File: src/design/gpc_pkg.sv
// Package for the general pin control bank: field positions and reset values.
// Assumes a 32-bit configuration-space register port on the PCI clock.
package gpc_pkg;
    localparam int unsigned WIDTH           = 32;
    localparam logic [7:0]  CTRL_OFFSET     = 8'hfc;
    localparam int unsigned BIT_P3_EVT_EN   = 31;
    localparam int unsigned BIT_P3_INVERT   = 29;
    localparam int unsigned BIT_P3_OE       = 28;
    localparam int unsigned BIT_P3_VALUE    = 24;
    localparam int unsigned BIT_P2_EVT_EN   = 23;
    localparam int unsigned BIT_P2_INVERT   = 21;
    localparam int unsigned BIT_P2_OE       = 20;
    localparam int unsigned BIT_P2_VALUE    = 16;
    localparam logic [31:0] CTRL_RESET      = 32'h0000_0000;
    localparam logic [31:0] CTRL_WRITE_MASK = 32'hb1b1_0000;
endpackage : gpc_pkg

File: src/design/gpc_control_bank.sv
// Function
// RULE_01: Pin three level change raises event when enabled
// RULE_02: Event leaves for interrupt event and mask registers
// RULE_03: Pin three invert bit flips its polarity
// RULE_04: Pin three output enable drives, else high impedance
// RULE_05: Pin three value read returns live input
// RULE_06: Pin three value write sets driven level
// RULE_07: Pin two level change raises event when enabled
// RULE_08: Pin two invert bit flips its polarity
// RULE_09: Pin two output enable drives, else high impedance
// RULE_10: Pin two value read returns live input
// RULE_11: Pin two value write sets driven level
// RULE_12: Unused bits ignore writes, read zero
// RULE_13: Inputs synchronised; both edges count as change
//
// Top of the general pin control bank.
// Assumes the configuration-space decoder asserts cfg_wr_en or uses cfg_rd_data
// only for this register's offset; pads resolve drive from out and oe.
`timescale 1ns/1ps
module gpc_control_bank (
    input  wire logic        clock,
    input  wire logic        srst,
    input  wire logic        cfg_wr_en,
    input  wire logic [31:0] cfg_wr_data,
    output logic      [31:0] cfg_rd_data,
    input  wire logic        general_pin_two_in,
    output logic             general_pin_two_out,
    output logic             general_pin_two_oe,
    input  wire logic        general_pin_three_in,
    output logic             general_pin_three_out,
    output logic             general_pin_three_oe,
    output logic             general_pin_event
);
    logic [31:0] wr_kept;
    logic        pin_two_event_enable;
    logic        pin_two_invert;
    logic        pin_two_value;
    logic        pin_two_event;
    logic        pin_three_event_enable;
    logic        pin_three_invert;
    logic        pin_three_value;
    logic        pin_three_event;

    assign wr_kept = cfg_wr_data & gpc_pkg::CTRL_WRITE_MASK;  // RULE_12

    gpc_pin_slice u_pin_two (
        .clock            (clock),
        .srst             (srst),
        .wr_en            (cfg_wr_en),
        .wr_event_enable  (wr_kept[gpc_pkg::BIT_P2_EVT_EN]),
        .wr_invert        (wr_kept[gpc_pkg::BIT_P2_INVERT]),
        .wr_output_enable (wr_kept[gpc_pkg::BIT_P2_OE]),
        .wr_value         (wr_kept[gpc_pkg::BIT_P2_VALUE]),
        .pin_in           (general_pin_two_in),
        .pin_out          (general_pin_two_out),
        .pin_oe           (general_pin_two_oe),
        .event_enable     (pin_two_event_enable),
        .invert           (pin_two_invert),
        .read_value       (pin_two_value),
        .level_event      (pin_two_event)
    );

    gpc_pin_slice u_pin_three (
        .clock            (clock),
        .srst             (srst),
        .wr_en            (cfg_wr_en),
        .wr_event_enable  (wr_kept[gpc_pkg::BIT_P3_EVT_EN]),
        .wr_invert        (wr_kept[gpc_pkg::BIT_P3_INVERT]),
        .wr_output_enable (wr_kept[gpc_pkg::BIT_P3_OE]),
        .wr_value         (wr_kept[gpc_pkg::BIT_P3_VALUE]),
        .pin_in           (general_pin_three_in),
        .pin_out          (general_pin_three_out),
        .pin_oe           (general_pin_three_oe),
        .event_enable     (pin_three_event_enable),
        .invert           (pin_three_invert),
        .read_value       (pin_three_value),
        .level_event      (pin_three_event)
    );

    // Read data is registered so it is a clean flop output
    always_ff @(posedge clock) begin
        if (srst) begin
            cfg_rd_data <= gpc_pkg::CTRL_RESET;
        end else begin
            cfg_rd_data <= gpc_pkg::CTRL_RESET;                              // RULE_12
            cfg_rd_data[gpc_pkg::BIT_P3_EVT_EN] <= pin_three_event_enable;
            cfg_rd_data[gpc_pkg::BIT_P3_INVERT] <= pin_three_invert;
            cfg_rd_data[gpc_pkg::BIT_P3_OE]     <= general_pin_three_oe;
            cfg_rd_data[gpc_pkg::BIT_P3_VALUE]  <= pin_three_value;          // RULE_05
            cfg_rd_data[gpc_pkg::BIT_P2_EVT_EN] <= pin_two_event_enable;
            cfg_rd_data[gpc_pkg::BIT_P2_INVERT] <= pin_two_invert;
            cfg_rd_data[gpc_pkg::BIT_P2_OE]     <= general_pin_two_oe;
            cfg_rd_data[gpc_pkg::BIT_P2_VALUE]  <= pin_two_value;            // RULE_10
        end
    end

    // One-cycle pulse for the interrupt event register outside
    always_ff @(posedge clock) begin
        if (srst) begin
            general_pin_event <= 1'b0;
        end else begin
            general_pin_event <= pin_two_event | pin_three_event;  // RULE_02
        end
    end

    // Setting bits read back as written; value bits follow the pins instead
    localparam logic [31:0] THREE_SETTINGS = (32'h0000_0001 << gpc_pkg::BIT_P3_EVT_EN)
                                           | (32'h0000_0001 << gpc_pkg::BIT_P3_INVERT)
                                           | (32'h0000_0001 << gpc_pkg::BIT_P3_OE);
    localparam logic [31:0] TWO_SETTINGS   = (32'h0000_0001 << gpc_pkg::BIT_P2_EVT_EN)
                                           | (32'h0000_0001 << gpc_pkg::BIT_P2_INVERT)
                                           | (32'h0000_0001 << gpc_pkg::BIT_P2_OE);
endmodule : gpc_control_bank

File: src/design/gpc_pin_slice.sv
// One general pin: setting bits, input synchroniser, edge detector, pad drive.
// Assumes pin_in is asynchronous to clock; pad resolution is done outside.
`timescale 1ns/1ps
module gpc_pin_slice (
    input  wire logic clock,
    input  wire logic srst,
    input  wire logic wr_en,
    input  wire logic wr_event_enable,
    input  wire logic wr_invert,
    input  wire logic wr_output_enable,
    input  wire logic wr_value,
    input  wire logic pin_in,
    output logic      pin_out,
    output logic      pin_oe,
    output logic      event_enable,
    output logic      invert,
    output logic      read_value,
    output logic      level_event
);
    logic stored_value;
    logic sync_a;
    logic sync_b;
    logic last_level;

    always_ff @(posedge clock) begin
        if (srst) begin
            event_enable <= 1'b0;
            invert       <= 1'b0;
            pin_oe       <= 1'b0;
            stored_value <= 1'b0;
        end else if (wr_en) begin
            event_enable <= wr_event_enable;
            invert       <= wr_invert;
            pin_oe       <= wr_output_enable;   // RULE_04 RULE_09
            stored_value <= wr_value;           // RULE_06 RULE_11
        end
    end

    // Polarity applies on both directions so the read mirrors what was written
    always_ff @(posedge clock) begin
        if (srst) begin
            pin_out <= 1'b0;
        end else begin
            pin_out <= stored_value ^ invert;  // RULE_03 RULE_08
        end
    end

    // Two stages before any logic looks at the pin
    // No reset: chain follows the pin through reset, so release gives no false edge
    always_ff @(posedge clock) begin
        sync_a     <= pin_in;                   // RULE_13
        sync_b     <= sync_a;
        last_level <= sync_b;
    end

    assign read_value = sync_b ^ invert;        // RULE_05 RULE_10
    // Both edges count as a change
    always_ff @(posedge clock) begin
        if (srst) begin
            level_event <= 1'b0;
        end else begin
            level_event <= event_enable && (sync_b != last_level); // RULE_01 RULE_07 RULE_13
        end
    end
endmodule : gpc_pin_slice

File: config.mk
export PLATFORM = sky130hd
export DESIGN_NAME = gpc_control_bank
export DESIGN_NICKNAME = d
export VERILOG_FILES = /design/src/design/gpc_pkg.sv /design/src/design/gpc_control_bank.sv /design/src/design/gpc_pin_slice.sv
export SDC_FILE = /design/constraint.sdc
export NUM_CORES = 1
export LEC_CHECK = 0
export BUFFER_PORTS_ARGS = -buffer_cell sky130_fd_sc_hd__buf_2
export CAP_MARGIN = 20
export CORE_MARGIN = 2
export CORE_UTILIZATION = 41
export CTS_BUF_LIST = sky130_fd_sc_hd__clkbuf_8
export CTS_CLUSTER_DIAMETER = 60
export DETAILED_ROUTE_END_ITERATION = 6
export GPL_TIMING_DRIVEN = 0
export PLACE_DENSITY = 0.8
export SLEW_MARGIN = 25
export SYNTH_ARGS = -nofsm -noshare
export SYNTH_HDL_FRONTEND = slang
export SYNTH_SLANG_ARGS = --single-unit
File: constraint.sdc
create_clock -name clock -period 0.98 [get_ports clock]
set_clock_uncertainty 0.1 [all_clocks]
set_input_delay 0.049 -clock clock [delete_from_list [all_inputs] [get_ports clock]]
set_output_delay 0.049 -clock clock [all_outputs]
set_load 0.05 [all_outputs]
==> results.yml, run 1 <==
placed_design:
  dp.cells: 165
  port_buffers: 23
  gp_congestion: 0.6217
  dp_hpwl_um: 1232
power_and_ir_drop:
  ir_drop_v: 0.0009671
  leakagePower_nw: 0.7377
  powerDensity_mw_per_mm2: 1627
worst_setup_path:
  slowest_delay_ns: 0.35
  crit_path_start_kind: "flop"
  path_buf_inv: 1
  cp-end-kind: "primary output"
  path_cells: "buf_4"
  critPathMaxFanout: 3
  slowest_stage: "dfxtp_2"
  crit_required_ns: 0.83
  cp.arrival_ns: 0.80
  path_class: "reg -> out"
  crit_family: "flip-flops"
routing:
  wl_per_cell_um: 8.956
  drtIter0Drc: 2
  drt-pass1-iter-count: 4
  drc_errors: 0
  ant_nets: 0
  via_per_inst: 3.806
  drt_wl_total_um: 1612
  via_count: 685
run_status:
  status: "finished, final reports clean"
grt:
  use_met2_pct: 23.66
  grt_usage_pct: 11.84
  met1_usage_pct: 11.94
  grt_pass1_vias: 589
  grt_max_degree: 15
  gr-total-overflow: 0
  antenna_found_initial: 0
  grt_first_pass_wirelength_um: 2421
  grt.busiest_layer: "met2"
  grt.met3_usage_pct: 3.333
finish:
  n_antenna_cell: 0
  finalNetCount: 190
  final_common_cell: "buf_4"
  layout_common_cells: "buf_4, dfxtp_1, conb_1"
  largest_reg_flops: 8
  area_delta_synth_final_pct: 42.31
  final_cells: 180
  regMostFlops: "cfg_rd_data"
  layout-drive-gt1-share_pct: 37.50
  fillCellCount: 187
synthesis:
  syn_inst: 91
  synthMuxAreaShare_pct: 7.940
  ys_seq_elements: 27
  synthAdderAreaFrac_pct: 0
  syn-cell-area_mm2: 0.001008
  synth-simple-area-share_pct: 11.66
  synth_compound_area_share_pct: 0
  synthDistinctLibCells: 11
  synth.avg_cell_area_um2: 11.08
  seq_area_frac_synth_pct: 53.60
  synth_top_family_by_area: "buffers and inverters"
  synthXorXnorAreaFrac_pct: 5.211
  ys_warn_count: 0
sta:
  drv_slew: 0
  timing.final.crit_share_pct: 96.76
  period_minus_slack_ns: 0.9483
  rsz0062_at_grt: "no"
  final_hold_viol_count: 0
  clock.fmax_mhz: 1055
  finalSetupTns_ns: 0
  setup_viol_count_final: 0
floorplanning:
  dieArea_mm2: 0.002872
  die_y_um: 53.60
  design.core.area_mm2: 0.002276
  die_w_um: 53.60
  rows: 17
  initial_core_util_pct: 44.31
  num_io_pins: 74
clocking:
  clk_latency_ns: 0.26
  clk_pin_slew_ns: 0.08
  cts_tree: "done"
  numCtsBuffers: 3
  cts.htree.levels: 1
  clockBufferDepth: 2
  cts.sinks: 27
  cts-root-buf: "clkbuf_8"
hold_path:
  min-delay-path-class: "in -> reg"
flow_run:
  drv_cap: 0
-- stage by stage --
step | utilization, % | area, um2 | setup WS (ns) | hold WS [ns] | total power [W]
5_1_grt | 63.06 | 1435 | 0.0008376 | 0.02471 | 0.002432
6_report | 63.06 | 1435 | 0.03173 | 0.01248 | 0.002335
2_1_floorplan | - | 1097 | 0.1572 | -0.02328 | 0.001672
3_3_place_gp | 54.81 | 1247 | 0.1549 | 0.05387 | 0.001728
3_5_place_dp | 54.81 | 1247 | 0.1449 | 0.05294 | 0.001739
4_1_cts | 62.18 | 1415 | 0.0008972 | 0.01439 | 0.002341
-- worst reg2reg max path: stages (launching register included) --
cell and delay (ns):
dfxtp_1 0.35, xor2_1 0.16, and2_1 0.15
-- worst paths after layout --
path	from	endpoint	slack, ns	depth (start not counted)
max	u_pin_three.pin_oe	general_pin_three_oe	0.03	1
min	cfg_wr_en	u_pin_two.pin_oe	0.01	3
max reg2reg	u_pin_two.sync_b	u_pin_two.level_event	0.12	2
min reg2reg	u_pin_three.sync_a	u_pin_three.sync_b	0.23	0
-- Yosys cell counts (all sizes together) --
master	instances	area share [%]
xnor2	4	3.5
xor2	2	1.7
buf	27	21
and2	2	1.2
mux2i	8	7.9
dfxtp	27	54
nor2	14	5.2
nor2b	6	5.2
conb	1	0.37
-- power by group --
group | internal (W) | switching, W | total [W]
Combinational | 0.000199 | 0.000381 | 0.000581
Clock | 0.000279 | 0.000290 | 0.000569
Sequential | 0.00116 | 0.0000291 | 0.00118
Total | 0.00163 | 0.000700 | 0.00233
-- layout make-up --
type / instances / area, um2 / share of cell area, %
plain buffers: 27 / 214.0 / 14.91
clock buffers: 3 / 41.29 / 2.877
clock inverters: 1 / 3.754 / 0.2616
multi-input cells: 60 / 340.3 / 23.71
flip-flops and latches: 27 / 543.0 / 37.84
well taps: 28 / 35.03 / 2.441
repair buffers: 34 / 257.7 / 17.96
-- per-layer routing --
| layer | share of wire (%) | vias to the layer above |
|---|---|---|
| met4 | 0 | 0 |
| met1 | 38 | 295 |
| met2 | 52 | 38 |
| met5 | 0 | - |
| li1 | - | 352 |
| met3 | 9.9 | 0 |
-- kinds of logic (layout without fill, tap and decap cells) --
logic type,Yosys count,after routing
other,1,24
xor gates and xnor gates,6,6
and+or+nand+nor,22,22
DFF,27,27
buffers and inverters,27,65
muxes,8,8
-- timing repair --
| item | 4_1_cts | 5_1_grt |
|---|---|---|
| setup endpoints to repair | 5 | 8 |
| resized for setup | 5 | 8 |
| cloned | 0 | 0 |
| hold buffers | 11 | 0 |
| setup buffers | 0 | 0 |
| endpoints found under the hold margin | 18 | 0 |
Power figures use the tool's default switching activity.
==> run 2, diff against run 1 <==
Settings changed: CORE_UTILIZATION 41 to 35, PLACE_DENSITY 0.8 to 0.78.
==> results.yml, run 2 (synthesized netlist as in run 1, its figures left out) <==
routing:
  drt-pass1-iter-count: 2
  ant_nets: 0
  drc_errors: 0
  via_per_inst: 3.755
  wl_per_cell_um: 8.962
  via_count: 691
  drtIter0Drc: 2
  drt_wl_total_um: 1649
clocking:
  cts.sinks: 27
  cts-root-buf: "clkbuf_8"
  cts.htree.levels: 1
  cts_tree: "done"
  clk_latency_ns: 0.27
  clockBufferDepth: 2
  clk_pin_slew_ns: 0.08
  numCtsBuffers: 3
  cts_setup_buffers: 0
worst_setup_path:
  crit_family: "flip-flops"
  cp-end-kind: "primary output"
  crit_required_ns: 0.83
  critPathMaxFanout: 1
  slowest_delay_ns: 0.33
  cp.arrival_ns: 0.79
  slowest_stage: "dfxtp_1"
  path_class: "reg -> out"
  path_buf_inv: 1
  path_cells: "buf_4"
  crit_path_start_kind: "flop"
floorplanning:
  die_y_um: 57.68
  design.core.area_mm2: 0.002758
  dieArea_mm2: 0.003327
  die_w_um: 57.68
  rows: 19
  num_io_pins: 74
  initial_core_util_pct: 36.57
finish:
  area_delta_synth_final_pct: 44.79
  multiInputGateArea_um2: 340.3
  regMostFlops: "cfg_rd_data"
  layout-drive-gt1-share_pct: 37.91
  largest_reg_flops: 8
  n_antenna_cell: 0
  finalNetCount: 191
  seq_area_um2: 543.0
  fillCellCount: 246
  layout_common_cells: "buf_4, dfxtp_1, conb_1"
  final_common_cell: "buf_4"
grt:
  grt_pass1_vias: 666
  grt_usage_pct: 11.09
  antenna_found_initial: 0
  grt_max_degree: 16
  grt_first_pass_wirelength_um: 2753
  gr-total-overflow: 0
power_and_ir_drop:
  power_w: 0.002378
  ir_drop_v: 0.001302
  powerDensity_mw_per_mm2: 1628
  leakagePower_nw: 0.7550
sta:
  finalSetupTns_ns: 0
  final_hold_viol_count: 0
  drv_slew: 0
  timing.final.crit_share_pct: 95.39
  clock.fmax_mhz: 1070
  holdWs_ns: 0.2079
  rsz0062_at_grt: "no"
  period_minus_slack_ns: 0.9348
  setup_viol_count_final: 0
run_status:
  status: "finished, final reports clean"
placed_design:
  port_buffers: 23
  dp_hpwl_um: 1215
  gp_congestion: 0.6446
flow_run:
  drv_cap: 0
hold_path:
  min-delay-path-class: "in -> reg"
[run 2: worst paths after layout]
check                                    startpoint                    end  slack, ns  cells past startpoint
worst max-delay path            u_pin_three.pin_out  general_pin_three_out       0.05                      1
worst min-delay path                      cfg_wr_en     u_pin_three.pin_oe       0.21                      4
worst max register to register     u_pin_two.sync_b  u_pin_two.level_event       0.13                      2
worst min register to register     u_pin_two.sync_a       u_pin_two.sync_b       0.24                      0
[run 2: stage by stage]
stage          cells  worst slack, ns  cell area, um2  utilization [%]
6_report         184          0.04517            1460            52.95
5_1_grt          184         0.006164            1460            52.95
4_1_cts          184          0.01122            1450            52.59
3_5_place_dp     168           0.1370            1251            45.37
3_3_place_gp     168           0.1429            1251            45.37
2_1_floorplan    114           0.1572            1097                -
[run 2: layer usage]
metal / GRT usage, % / vias up / routed length [um]
met5: 0 / - / 0
met4: 2.990 / 0 / 0
met3: 4.911 / 0 / 159
met2: 20.78 / 32 / 903
met1: 10.99 / 306 / 586
li1: - / 353 / -
[run 2: power breakdown]
part | switching [W] | internal, W
clock network | 0.000319 | 0.000284
registers | 0.0000299 | 0.00116
logic | 0.000381 | 0.000208
total | 0.000730 | 0.00165
[run 2: area by class of cell]
type	count	share of cell area [%]
tap	31	2.656
timing repair buffer	35	19.02
multi-input combinational	60	23.31
buffer	27	14.65
clock buffer	3	2.828
sequential	27	37.19
clock inverter	1	0.3428
[run 2: what timing repair did]
item                                    CTS  global route
gates resized for setup                  13             3
endpoints found under the hold margin    18             0
endpoints found under the setup margin   13             3
hold buffers                             12             0
